$ cat config.mk
export PLATFORM = sky130hd
export DESIGN_NAME = flg_fault_log
export DESIGN_NICKNAME = d
export VERILOG_FILES = /design/src/flg_pkg.sv /design/src/flg_fault_log.sv
export SDC_FILE = /design/constraint.sdc
export NUM_CORES = 1
export LEC_CHECK = 0
export CAP_MARGIN = 10
export CORE_MARGIN = 4
export CORE_UTILIZATION = 45
export DETAILED_ROUTE_END_ITERATION = 16
export DONT_BUFFER_PORTS = 1
export SYNTH_ARGS = -nofsm -noshare
export SYNTH_HDL_FRONTEND = slang
export SYNTH_SLANG_ARGS = --single-unit
$ cat constraint.sdc
create_clock -name clk_in -period 3.75 [get_ports clk_in]
set_clock_uncertainty 0.2 [all_clocks]
set_input_delay 0.75 -clock clk_in [delete_from_list [all_inputs] [get_ports clk_in]]
set_output_delay 0.75 -clock clk_in [all_outputs]
set_load 0.01 [all_outputs]
$ cat src/flg_pkg.sv
// Package of constants for the fault log and fault event block
package flg_pkg;

    // Register byte offsets
    localparam logic [7:0] REG_CAP = 8'h00;
    localparam logic [7:0] REG_CMD = 8'h04;
    localparam logic [7:0] REG_LOG_BASE = 8'h08;
    localparam logic [7:0] REG_LOG_SIZE = 8'h0C;
    localparam logic [7:0] REG_STATUS = 8'h10;
    localparam logic [7:0] REG_EVT_CTL = 8'h14;
    localparam logic [7:0] REG_EVT_ADDR = 8'h18;
    localparam logic [7:0] REG_EVT_DATA = 8'h1C;
    localparam logic [7:0] REG_INDEX = 8'h20;
    localparam logic [7:0] REG_PRIM_FLAGS = 8'h24;

    // Capability bits
    localparam int CAP_MEMLOG = 0;
    localparam int CAP_COMPRESS = 1;

    // Command register bits
    localparam int CMD_MEMLOG_EN = 0;
    localparam int CMD_NEW_LOG = 1;

    // Fault status bits
    localparam int ST_PRIM_OVF = 0;
    localparam int ST_PRIM_PEND = 1;
    localparam int ST_LOG_OVF = 2;
    localparam int ST_LOG_PEND = 3;
    localparam int ST_IQE = 4;
    localparam int ST_ICE = 5;
    localparam int ST_ITE = 6;
    localparam int ST_PRO = 7;
    localparam int ST_W = 8;

    // Event control bits
    localparam int EC_PEND = 30;
    localparam int EC_MASK = 31;

    // Reset values
    localparam logic [31:0] EVT_CTL_RST = 32'h8000_0000;
    localparam logic [31:0] ZERO32 = 32'h0000_0000;

    // AHB transfer type
    localparam logic [1:0] HTRANS_NONSEQ = 2'h2;
    localparam logic [1:0] HTRANS_SEQ = 2'h3;

    // Memory write master states
    typedef enum logic [1:0] {FLG_IDLE, FLG_REC, FLG_MSG} flg_state_t;

endpackage : flg_pkg

$ cat src/flg_fault_log.sv
// Fault log writer and fault event logic with an AHB-Lite register slave
//
// The address map and the AHB-Lite interface to the registers were decided locally.
`timescale 1ns/100ps

// Summary of operation
// - Memory log support is shown by a capability bit software can read.
// - Log base and size come from software-written log configuration registers.
// - Write index clears on new log command, advances per written record.
// - Each advance checks wrap against log size; wrap state clears on new log.
// - Optional duplicate drop by last source id, cleared on new log.
// - Register reads wait until earlier record writes are committed.
// - Fault arriving with log overflow set is discarded.
// - Non-duplicate fault with log full sets overflow and is discarded.
// - Otherwise record written; with pending set or index nonzero, only advance.
// - Record at index zero with pending clear sets pending and offers an event.
// - Events go out as a message write using event address and data registers.
// - Triggers: primary, log pending, queue error, completion, timeout, page overflow.
// - Trigger suppressed when any status flag already set; log flags only if active.
// - Unsuppressed event sets pending; sent and cleared unless masked.
// - Clearing mask while pending sends the message and clears pending.
// - All status clear while pending clears pending with no message.
// - Status and event control reads wait for earlier event messages.
// - Event messages bypass interrupt remapping, never translated.
// - Primary pending equals OR of all recording register fault flags.
module flg_fault_log
    import flg_pkg::*;
#(
    parameter int IDX_W = 16,
    parameter int SID_W = 16,
    parameter int REC_W = 32,
    parameter int NUM_FRR = 8,
    parameter bit HAS_COMPRESS = 1'b1
)
(
    // Clock and reset
    input wire logic clk_in,
    input wire logic rstn_in,
    // AHB-Lite register slave
    input wire logic hsel_in,
    input wire logic [31:0] haddr_in,
    input wire logic [1:0] htrans_in,
    input wire logic hwrite_in,
    input wire logic [2:0] hsize_in,
    input wire logic [31:0] hwdata_in,
    input wire logic hready_in,
    output logic [31:0] hrdata_out,
    output logic hreadyout_out,
    output logic hresp_out,
    // Fault reports from translation logic
    input wire logic fault_valid_in,
    input wire logic [SID_W-1:0] fault_sid_in,
    input wire logic [REC_W-1:0] fault_rec_in,
    output logic fault_ready_out,
    // Status from primary recording, invalidation and page-request logic
    input wire logic [NUM_FRR-1:0] frr_fault_in,
    input wire logic prim_ovf_set_in,
    input wire logic inval_queue_error_in,
    input wire logic inval_completion_error_in,
    input wire logic inval_timeout_error_in,
    input wire logic page_request_overflow_in,
    // Memory write path, also used for event messages
    output logic mem_wr_valid_out,
    output logic [31:0] mem_wr_addr_out,
    output logic [REC_W-1:0] mem_wr_data_out,
    output logic mem_wr_is_msg_out,
    output logic mem_wr_no_remap_out,
    input wire logic mem_wr_done_in
);

    localparam logic [IDX_W-1:0] IDX_ONE = {{(IDX_W-1){1'b0}}, 1'b1};
    localparam int BYTES_PER_REC = REC_W / 8;

    // Refuse widths the index readback and record path cannot serve
    if (REC_W % 32 != 0 || IDX_W < 2 || IDX_W > 16 || NUM_FRR < 1 || SID_W < 1)
    begin : g_bad_params
        $error("flg_fault_log: unsupported parameter values");
    end

    // Registers
    logic memlog_en;
    logic [31:0] log_base;
    logic [IDX_W-1:0] log_size;
    logic [ST_W-1:0] status;
    logic event_mask;
    logic event_held_pending;
    logic [31:0] evt_addr;
    logic [31:0] evt_data;
    logic [IDX_W-1:0] wr_index;
    logic wrapped;
    logic [SID_W-1:0] last_sid;
    logic last_sid_valid;
    flg_state_t state;
    logic msg_req;

    // Bus address phase capture
    logic ph_valid;
    logic ph_write;
    logic [7:0] ph_addr;

    wire logic bus_take = hsel_in && hready_in && htrans_in[1];
    wire logic wr_acc = ph_valid && ph_write;
    wire logic rd_acc = ph_valid && !ph_write;
    wire logic new_log = wr_acc && ph_addr == REG_CMD && hwdata_in[CMD_NEW_LOG];

    // Read stalls until earlier record and message writes are done
    wire logic rd_stall = rd_acc && (state != FLG_IDLE || msg_req);
    // One wait state loads the read data flop, so data stands while ready is high
    logic rd_loaded;
    wire logic rd_wait = rd_acc && (!rd_loaded || rd_stall);

    assign hreadyout_out = !rd_wait;
    assign hresp_out = 1'b0;

    // A stall that starts after loading forces a fresh load of the read data
    always_ff @(posedge clk_in or negedge rstn_in)
    begin
        if (!rstn_in)
            rd_loaded <= 1'b0;
        else
            rd_loaded <= rd_wait && !rd_stall;
    end

    always_ff @(posedge clk_in or negedge rstn_in)
    begin
        if (!rstn_in)
        begin
            ph_valid <= 1'b0;
            ph_write <= 1'b0;
            ph_addr <= 8'h00;
        end
        else if (hreadyout_out)
        begin
            ph_valid <= bus_take;
            ph_write <= hwrite_in;
            ph_addr <= {haddr_in[7:2], 2'b00};
        end
    end

    // Primary pending is a live OR of recording register flags
    wire logic prim_pend = |frr_fault_in;
    logic prim_pend_q;

    // Status set events
    logic [ST_W-1:0] set_ev;
    logic rec_ok;
    logic log_first;
    logic fault_take;
    logic is_dup;
    logic log_full_ev;

    // No record starts while a read waits, so a read is never overtaken
    assign fault_ready_out = state == FLG_IDLE && memlog_en && !new_log && !rd_acc;
    assign fault_take = fault_valid_in && fault_ready_out;
    assign is_dup = HAS_COMPRESS && last_sid_valid && last_sid == fault_sid_in;
    // Discard when overflow already set, drop duplicates, overflow when full
    assign rec_ok = fault_take && !status[ST_LOG_OVF] && !is_dup && !wrapped;
    assign log_full_ev = fault_take && !status[ST_LOG_OVF] && !is_dup && wrapped;
    assign log_first = rec_ok && !status[ST_LOG_PEND] && wr_index == '0;

    always_comb
    begin
        set_ev = '0;
        set_ev[ST_PRIM_OVF] = prim_ovf_set_in;
        set_ev[ST_PRIM_PEND] = prim_pend && !prim_pend_q;
        set_ev[ST_LOG_OVF] = log_full_ev;
        set_ev[ST_LOG_PEND] = log_first;
        set_ev[ST_IQE] = inval_queue_error_in;
        set_ev[ST_ICE] = inval_completion_error_in;
        set_ev[ST_ITE] = inval_timeout_error_in;
        set_ev[ST_PRO] = page_request_overflow_in;
    end

    // Trigger events and suppression by already set flags
    logic [ST_W-1:0] trig_mask;
    logic [ST_W-1:0] supp_mask;
    logic trigger;
    logic suppressed;
    always_comb
    begin
        trig_mask = '0;
        trig_mask[ST_PRIM_PEND] = 1'b1;
        trig_mask[ST_LOG_PEND] = 1'b1;
        trig_mask[ST_IQE] = 1'b1;
        trig_mask[ST_ICE] = 1'b1;
        trig_mask[ST_ITE] = 1'b1;
        trig_mask[ST_PRO] = 1'b1;
        supp_mask = '1;
        supp_mask[ST_LOG_OVF] = memlog_en;
        supp_mask[ST_LOG_PEND] = memlog_en;
    end
    assign trigger = |(set_ev & trig_mask);
    assign suppressed = |(status & supp_mask);

    // Status flags: hardware set wins over software write-one-to-clear
    wire logic [ST_W-1:0] sw_clr = (wr_acc && ph_addr == REG_STATUS) ? hwdata_in[ST_W-1:0] : '0;
    logic [ST_W-1:0] next_status;
    always_comb
    begin
        next_status = (status & ~sw_clr) | set_ev;
        next_status[ST_PRIM_PEND] = prim_pend;
    end

    always_ff @(posedge clk_in or negedge rstn_in)
    begin
        if (!rstn_in)
        begin
            status <= '0;
            prim_pend_q <= 1'b0;
        end
        else
        begin
            status <= next_status;
            prim_pend_q <= prim_pend;
        end
    end

    // Software configuration registers
    always_ff @(posedge clk_in or negedge rstn_in)
    begin
        if (!rstn_in)
        begin
            memlog_en <= 1'b0;
            log_base <= ZERO32;
            log_size <= '0;
            evt_addr <= ZERO32;
            evt_data <= ZERO32;
        end
        else if (wr_acc)
        begin
            case (ph_addr)
                REG_CMD: memlog_en <= hwdata_in[CMD_MEMLOG_EN];
                REG_LOG_BASE: log_base <= hwdata_in;
                REG_LOG_SIZE: log_size <= hwdata_in[IDX_W-1:0];
                REG_EVT_ADDR: evt_addr <= hwdata_in;
                REG_EVT_DATA: evt_data <= hwdata_in;
                default: ;
            endcase
        end
    end

    // Log index, wrap state and last source id
    wire logic [IDX_W-1:0] idx_inc = wr_index + IDX_ONE;
    always_ff @(posedge clk_in or negedge rstn_in)
    begin
        if (!rstn_in)
        begin
            wr_index <= '0;
            wrapped <= 1'b0;
            last_sid <= '0;
            last_sid_valid <= 1'b0;
        end
        else if (new_log)
        begin
            wr_index <= '0;
            wrapped <= 1'b0;
            last_sid_valid <= 1'b0;
        end
        else if (rec_ok)
        begin
            // Zero size is treated as a one-entry log
            wrapped <= idx_inc >= log_size;
            wr_index <= (idx_inc >= log_size) ? '0 : idx_inc;
            last_sid <= fault_sid_in;
            last_sid_valid <= 1'b1;
        end
    end

    // Event pending, mask and message request
    wire logic ctl_wr = wr_acc && ph_addr == REG_EVT_CTL;
    wire logic unmask = ctl_wr && !hwdata_in[EC_MASK] && event_mask;
    wire logic msg_sent = state == FLG_MSG && mem_wr_done_in;
    always_ff @(posedge clk_in or negedge rstn_in)
    begin
        if (!rstn_in)
        begin
            event_mask <= EVT_CTL_RST[EC_MASK];
            event_held_pending <= EVT_CTL_RST[EC_PEND];
            msg_req <= 1'b0;
        end
        else
        begin
            if (ctl_wr)
                event_mask <= hwdata_in[EC_MASK];
            if (msg_sent)
                msg_req <= 1'b0;
            if (trigger && !suppressed)
            begin
                if (event_mask && !unmask)
                    event_held_pending <= 1'b1;
                else
                begin
                    event_held_pending <= 1'b0;
                    msg_req <= 1'b1;
                end
            end
            else if (unmask && event_held_pending)
            begin
                event_held_pending <= 1'b0;
                msg_req <= 1'b1;
            end
            else if (event_held_pending && next_status == '0)
                event_held_pending <= 1'b0;
        end
    end

    // Memory writer: one record or one message at a time
    always_ff @(posedge clk_in or negedge rstn_in)
    begin
        if (!rstn_in)
        begin
            state <= FLG_IDLE;
            mem_wr_valid_out <= 1'b0;
            mem_wr_addr_out <= ZERO32;
            mem_wr_data_out <= '0;
            mem_wr_is_msg_out <= 1'b0;
        end
        else
        begin
            case (state)
                FLG_IDLE:
                begin
                    if (rec_ok)
                    begin
                        // Record layout is the caller's REC_W-bit word
                        state <= FLG_REC;
                        mem_wr_valid_out <= 1'b1;
                        mem_wr_addr_out <= log_base + 32'(wr_index) * 32'(BYTES_PER_REC);
                        mem_wr_data_out <= fault_rec_in;
                        mem_wr_is_msg_out <= 1'b0;
                    end
                    else if (msg_req)
                    begin
                        state <= FLG_MSG;
                        mem_wr_valid_out <= 1'b1;
                        mem_wr_addr_out <= evt_addr;
                        mem_wr_data_out <= REC_W'(evt_data);
                        mem_wr_is_msg_out <= 1'b1;
                    end
                end
                FLG_REC, FLG_MSG:
                begin
                    if (mem_wr_done_in)
                    begin
                        state <= FLG_IDLE;
                        mem_wr_valid_out <= 1'b0;
                    end
                end
                default: state <= FLG_IDLE;
            endcase
        end
    end

    // Messages never pass through interrupt remapping
    assign mem_wr_no_remap_out = mem_wr_is_msg_out;

    // Read data mux
    always_ff @(posedge clk_in or negedge rstn_in)
    begin
        if (!rstn_in)
            hrdata_out <= ZERO32;
        else if (bus_take && !hwrite_in && hreadyout_out)
            hrdata_out <= ZERO32;
        else if (rd_wait && !rd_stall)
        begin
            case (ph_addr)
                REG_CAP: hrdata_out <= (32'(HAS_COMPRESS) << CAP_COMPRESS)
                    | (32'h0000_0001 << CAP_MEMLOG);
                REG_CMD: hrdata_out <= 32'(memlog_en);
                REG_LOG_BASE: hrdata_out <= log_base;
                REG_LOG_SIZE: hrdata_out <= 32'(log_size);
                REG_STATUS: hrdata_out <= 32'(status);
                REG_EVT_CTL: hrdata_out <= {event_mask, event_held_pending, 30'h0000_0000};
                REG_EVT_ADDR: hrdata_out <= evt_addr;
                REG_EVT_DATA: hrdata_out <= evt_data;
                REG_INDEX: hrdata_out <= {15'h0000, wrapped, 16'(wr_index)};
                REG_PRIM_FLAGS: hrdata_out <= 32'(frr_fault_in);
                default: hrdata_out <= ZERO32;
            endcase
        end
    end

    // Log overflow keeps the writer from starting a record
    ovf_blocks_a: assert property (@(posedge clk_in) disable iff (!rstn_in)
        status[ST_LOG_OVF] && fault_take |=> state != FLG_REC)
        else $error("record written with overflow set");

    // New log command clears the index
    new_log_a: assert property (@(posedge clk_in) disable iff (!rstn_in)
        new_log |=> wr_index == '0 && !wrapped) else $error("index not cleared");

    // Masked unsuppressed event holds pending
    mask_holds_a: assert property (@(posedge clk_in) disable iff (!rstn_in)
        trigger && !suppressed && event_mask && !unmask |=> event_held_pending)
        else $error("masked event not held");

    // Unmask with pending asks for a message
    unmask_sends_a: assert property (@(posedge clk_in) disable iff (!rstn_in)
        unmask && event_held_pending && !(trigger && !suppressed) |=> msg_req && !event_held_pending)
        else $error("unmask did not send");

    // Reads are never answered during a write in flight
    read_order_a: assert property (@(posedge clk_in) disable iff (!rstn_in)
        rd_acc && state != FLG_IDLE |-> !hreadyout_out) else $error("read passed write");

    // Full log sets overflow next cycle
    full_sets_a: assert property (@(posedge clk_in) disable iff (!rstn_in)
        log_full_ev |=> status[ST_LOG_OVF]) else $error("overflow not set");

    // First record raises log pending
    first_pend_a: assert property (@(posedge clk_in) disable iff (!rstn_in)
        log_first |=> status[ST_LOG_PEND]) else $error("log pending not set");

    // Primary pending tracks the flags one cycle later
    prim_or_a: assert property (@(posedge clk_in) disable iff (!rstn_in)
        ##1 status[ST_PRIM_PEND] == $past(prim_pend)) else $error("primary pending wrong");

    // A started message uses the event address and carries the no-remap mark
    no_remap_a: assert property (
        @(posedge clk_in) disable iff (!rstn_in)
        state == FLG_IDLE && msg_req && !rec_ok
        |=> mem_wr_no_remap_out && mem_wr_addr_out == $past(evt_addr))
        else $error("message without bypass");

endmodule : flg_fault_log

==> metrics.txt <==
# TYPE chip_impl_metric gauge
chip_impl_info{name="run_status",value="complete, but fails checks"} 1
chip_impl_info{name="failed_checks",value="hold timing"} 1
chip_impl_metric{name="route.detailed.wl_per_inst",unit="um"} 21.8
chip_impl_metric{name="dpl_worst_slack",unit="ns"} 0.0984
chip_impl_metric{name="worst_ep_required_time",unit="ns"} 4.01
chip_impl_metric{name="cts_htree_levels",unit=""} 1
chip_impl_metric{name="multiInputGateArea",unit="sq um"} 6510
chip_impl_info{name="synthFlopType",value="sky130_fd_sc_hd__dfrtp_1"} 1
chip_impl_metric{name="synth.net_count",unit=""} 1462
chip_impl_metric{name="reg2reg_slack",unit="ns"} 0.24
chip_impl_metric{name="finalSetupViolCount",unit=""} 0
chip_impl_metric{name="placement.io_buffers",unit=""} 0
chip_impl_metric{name="die-area",unit="sq um"} 32900
chip_impl_metric{name="setup-tns-final",unit="ns"} 0
chip_impl_metric{name="cts_buffer_depth",unit=""} 3
chip_impl_metric{name="detailedRoute.firstIterationViolations",unit=""} 702
chip_impl_metric{name="n_diodes",unit=""} 0
chip_impl_info{name="worstSetupPathType",value="flip-flop to flip-flop"} 1
chip_impl_info{name="worst_setup_ep_type",value="flip-flop"} 1
chip_impl_metric{name="tritoncts_buffer_count",unit=""} 30
chip_impl_info{name="hold_path_class",value="input port to async pin"} 1
chip_impl_metric{name="syn_to_final_growth",unit="%"} 12.6
chip_impl_metric{name="core_area",unit="sq um"} 29600
chip_impl_metric{name="maxSlewViolCount",unit=""} 0
chip_impl_metric{name="worst_slew_pin_slew",unit="ns"} 0.832
chip_impl_metric{name="grt_pass1_wl",unit="um"} 58600
chip_impl_metric{name="post_synth_num_cell_types",unit=""} 58
chip_impl_metric{name="hold_viol_final",unit=""} 266
chip_impl_metric{name="netlist_area",unit="sq um"} 13500
chip_impl_metric{name="number_of_global_route_vias_before_repair",unit=""} 10100
chip_impl_metric{name="drtPass1Iterations",unit=""} 5
chip_impl_metric{name="detailedPlacementHpwl",unit="um"} 25800
chip_impl_metric{name="final_antenna_net_count",unit=""} 0
chip_impl_metric{name="final_net_count",unit=""} 1466
chip_impl_metric{name="fill_cells",unit=""} 2681
chip_impl_metric{name="post-route-worst-setup-slack",unit="ns"} 0.239
chip_impl_metric{name="fin_crit",unit="ns"} 3.51
chip_impl_metric{name="die-height",unit="um"} 181
chip_impl_metric{name="yosysSeqAreaShare",unit="%"} 49.4
chip_impl_metric{name="synth_enable_flop_cells",unit=""} 0
chip_impl_metric{name="routed_vias",unit=""} 9946
chip_impl_metric{name="grt_antenna_before_repair",unit=""} 0
chip_impl_metric{name="avgViaCountPerCell",unit=""} 5.83
chip_impl_metric{name="layout.area.seq",unit="sq um"} 6690
chip_impl_metric{name="ir_drop",unit="V"} 0.000344
chip_impl_metric{name="post_route_cells_drive_above_1_share",unit="%"} 17.1
chip_impl_metric{name="max_freq",unit="GHz"} 0.285
chip_impl_metric{name="timing.critical_path.arrival",unit="ns"} 3.77
chip_impl_metric{name="yosys_warnings",unit=""} 0
chip_impl_info{name="rsz_0062_raised_after_global_routing",value="yes"} 1
chip_impl_metric{name="clock_insertion_delay_worst_skew",unit="ns"} 0.55
chip_impl_metric{name="p_leak",unit="nW"} 7.20
chip_impl_metric{name="synthArstFlopShare",unit="%"} 100
chip_impl_metric{name="syn-mean-instance-area",unit="sq um"} 10.5
chip_impl_metric{name="global_route.overflow_total",unit=""} 0
chip_impl_metric{name="sinks_on_clock_net",unit=""} 267
chip_impl_metric{name="drv.max_cap_violation_count",unit=""} 0
chip_impl_info{name="ctsRootBufferMaster",value="sky130_fd_sc_hd__clkbuf_16"} 1
chip_impl_metric{name="rows",unit=""} 63
chip_impl_metric{name="utilization",unit="%"} 51.4
chip_impl_info{name="worstSetupStartpointType",value="flip-flop"} 1
chip_impl_metric{name="timing.max_slew.rel_slack",unit="%"} 44.1
chip_impl_metric{name="final.period_utilization",unit="%"} 93.6
chip_impl_metric{name="total_of_flip_flops_plus_latches_after_synthesis",unit=""} 267
chip_impl_metric{name="power.density_cell_area",unit="nW/um^2"} 594
chip_impl_metric{name="num_io_pins",unit=""} 239
chip_impl_metric{name="initial_core_util",unit="%"} 45.6
chip_impl_metric{name="number_of_cells_produced_by_synthesis",unit=""} 1288
chip_impl_metric{name="pin_count_of_the_biggest_net_entering_global_routing",unit=""} 268
chip_impl_metric{name="remaining_drc_errors",unit=""} 0
chip_impl_metric{name="groute.usage.overall",unit="%"} 22.1
chip_impl_metric{name="hold-worst-slack",unit="ns"} -0.303
chip_impl_info{name="tritoncts",value="done"} 1
chip_impl_metric{name="worst_setup_hold_path_clk_slew",unit="ns"} 0.06
chip_impl_metric{name="worstPathMaxFanout",unit=""} 14
chip_impl_metric{name="wirelength",unit="um"} 37200
chip_impl_metric{name="finalWeightedCongestion",unit=""} 0.870
chip_impl_metric{name="floorplan.die.width",unit="um"} 181
## worst paths after layout
path | from | end | cells past startpoint
max in group asynchronous | rstn_in | evt_data[6] | 0
min in group clk_in | fault_sid_in[5] | last_sid[5] | 2
hold reg to reg | last_sid[14] | last_sid[14] | 2
setup / recovery | wr_index[1] | wr_index[12] | 16
setup reg to reg | wr_index[1] | wr_index[12] | 16
hold / removal | rstn_in | mem_wr_data_out[22] | 0
## timing repair
item                                   CTS  global route
gates resized for setup                  0             9
buffers inserted                         0             0
endpoints found under the hold margin  267           267
setup endpoints to repair                0            17
## registers in the layout, summed over array words and instances, names as in the netlist, 2 cells and up
register         flops
state                2
evt_data            32
status               8
mem_wr_addr_out     32
hrdata_out          32
mem_wr_data_out     32
log_base            32
log_size            16
ph_addr              6
wr_index            16
evt_addr            32
last_sid            16
## synth_stat cells, types with 10 or more instances
cell | number | area [sq um]
sky130_fd_sc_hd__mux2i_1 | 63 | 631
sky130_fd_sc_hd__xor2_1 | 29 | 254
sky130_fd_sc_hd__nand3_1 | 25 | 125
sky130_fd_sc_hd__mux2_2 | 101 | 1140
sky130_fd_sc_hd__buf_1 | 13 | 48.8
sky130_fd_sc_hd__o21ai_0 | 128 | 641
sky130_fd_sc_hd__a21oi_1 | 51 | 255
sky130_fd_sc_hd__and3_1 | 19 | 119
sky130_fd_sc_hd__a21o_1 | 29 | 218
sky130_fd_sc_hd__nor2_1 | 47 | 176
sky130_fd_sc_hd__inv_1 | 35 | 131
sky130_fd_sc_hd__mux4_2 | 13 | 293
sky130_fd_sc_hd__dfrtp_1 | 266 | 6660
sky130_fd_sc_hd__nand2_1 | 198 | 743
sky130_fd_sc_hd__nor4_1 | 10 | 62.6
sky130_fd_sc_hd__ha_1 | 36 | 450
sky130_fd_sc_hd__a22o_1 | 26 | 228
sky130_fd_sc_hd__clkbuf_1 | 48 | 180
sky130_fd_sc_hd__xnor2_1 | 22 | 193
## cell usage in the layout (no fill, tap or decap), drive strengths merged, types with 5 or more instances in the layout
| cell type | n |
|---|---|
| clkbuf | 46 |
| nor3 | 10 |
| nand4 | 7 |
| xor2 | 29 |
| o21a | 6 |
| nor4 | 12 |
| mux2i | 63 |
| nand3 | 25 |
| ha | 36 |
| mux2 | 101 |
| a211oi | 8 |
| a222oi | 9 |
| o21ai | 129 |
| a22oi | 6 |
| a31oi | 7 |
| a21o | 29 |
| a21oi | 51 |
| inv | 35 |
| and3 | 19 |
| buf | 42 |
| dfrtp | 266 |
| a221oi | 5 |
| nand2 | 198 |
| a22o | 26 |
| mux4 | 13 |
| nor2 | 47 |
| nand2b | 9 |
| xnor2 | 22 |
| clkinv | 6 |
| and2 | 7 |
| nor2b | 6 |
## logic make-up after synthesis
group,share of synthesized area (%)
flops,49.4
other cells,0.0277
fa+ha+maj,3.48
compound gates,13.7
xor+xnor,3.30
simple gates,11.8
mux,15.2
buf+inv,3.03
## power by group
| part | total (mW) | switching, mW | internal, mW |
|---|---|---|---|
| clock | 3.08 | 1.19 | 1.89 |
| combinational | 1.70 | 0.922 | 0.775 |
| sequential | 4.27 | 0.719 | 3.55 |
## critical path, cell delays in order, from the launching register on
cell                       delay (ns)
sky130_fd_sc_hd__dfrtp_1         0.42
sky130_fd_sc_hd__ha_2            0.26
sky130_fd_sc_hd__nand3_1         0.12
sky130_fd_sc_hd__inv_1           0.07
sky130_fd_sc_hd__nand3_1         0.11
sky130_fd_sc_hd__nor2_1          0.19
sky130_fd_sc_hd__and3_2          0.25
sky130_fd_sc_hd__and3_1          0.23
sky130_fd_sc_hd__xor2_1          0.18
sky130_fd_sc_hd__ha_1            0.26
sky130_fd_sc_hd__a21o_1          0.16
sky130_fd_sc_hd__a21oi_1         0.16
sky130_fd_sc_hd__o21ai_1         0.15
sky130_fd_sc_hd__nor3_2          0.23
sky130_fd_sc_hd__buf_6           0.20
sky130_fd_sc_hd__nand2b_1        0.06
sky130_fd_sc_hd__a31oi_1         0.19
## metal layers
metal  GRT usage (%)  vias to the layer above  wire [um]
li1                -                     4635          -
met4            3.75                        0        508
met2            36.7                      280      17800
met1            30.7                     4989      16600
met5               0                        -          0
met3            4.45                       42       2320
## cell type report
cell class / instances / share of cell area (%)
clock inverters: 10 / 0.838
flip-flops and latches: 267 / 43.9
multi-input cells: 916 / 42.8
clock buffers: 46 / 6.06
well taps: 390 / 3.20
inverters: 35 / 0.863
repair buffers: 42 / 2.37
## per-stage QoR
| step | std cells | cell area, sq um | total power, mW |
|---|---|---|---|
| after global placement | 1650 | 14100 | 5.94 |
| after floorplan | 1288 | 13500 | 5.41 |
| after global routing | 1706 | 15200 | 9.56 |
| final | 1706 | 15200 | 9.04 |
| after detailed placement | 1650 | 14100 | 6.02 |
| after CTS | 1706 | 15200 | 9.13 |
No activity file was read; power rests on OpenSTA's default activity.
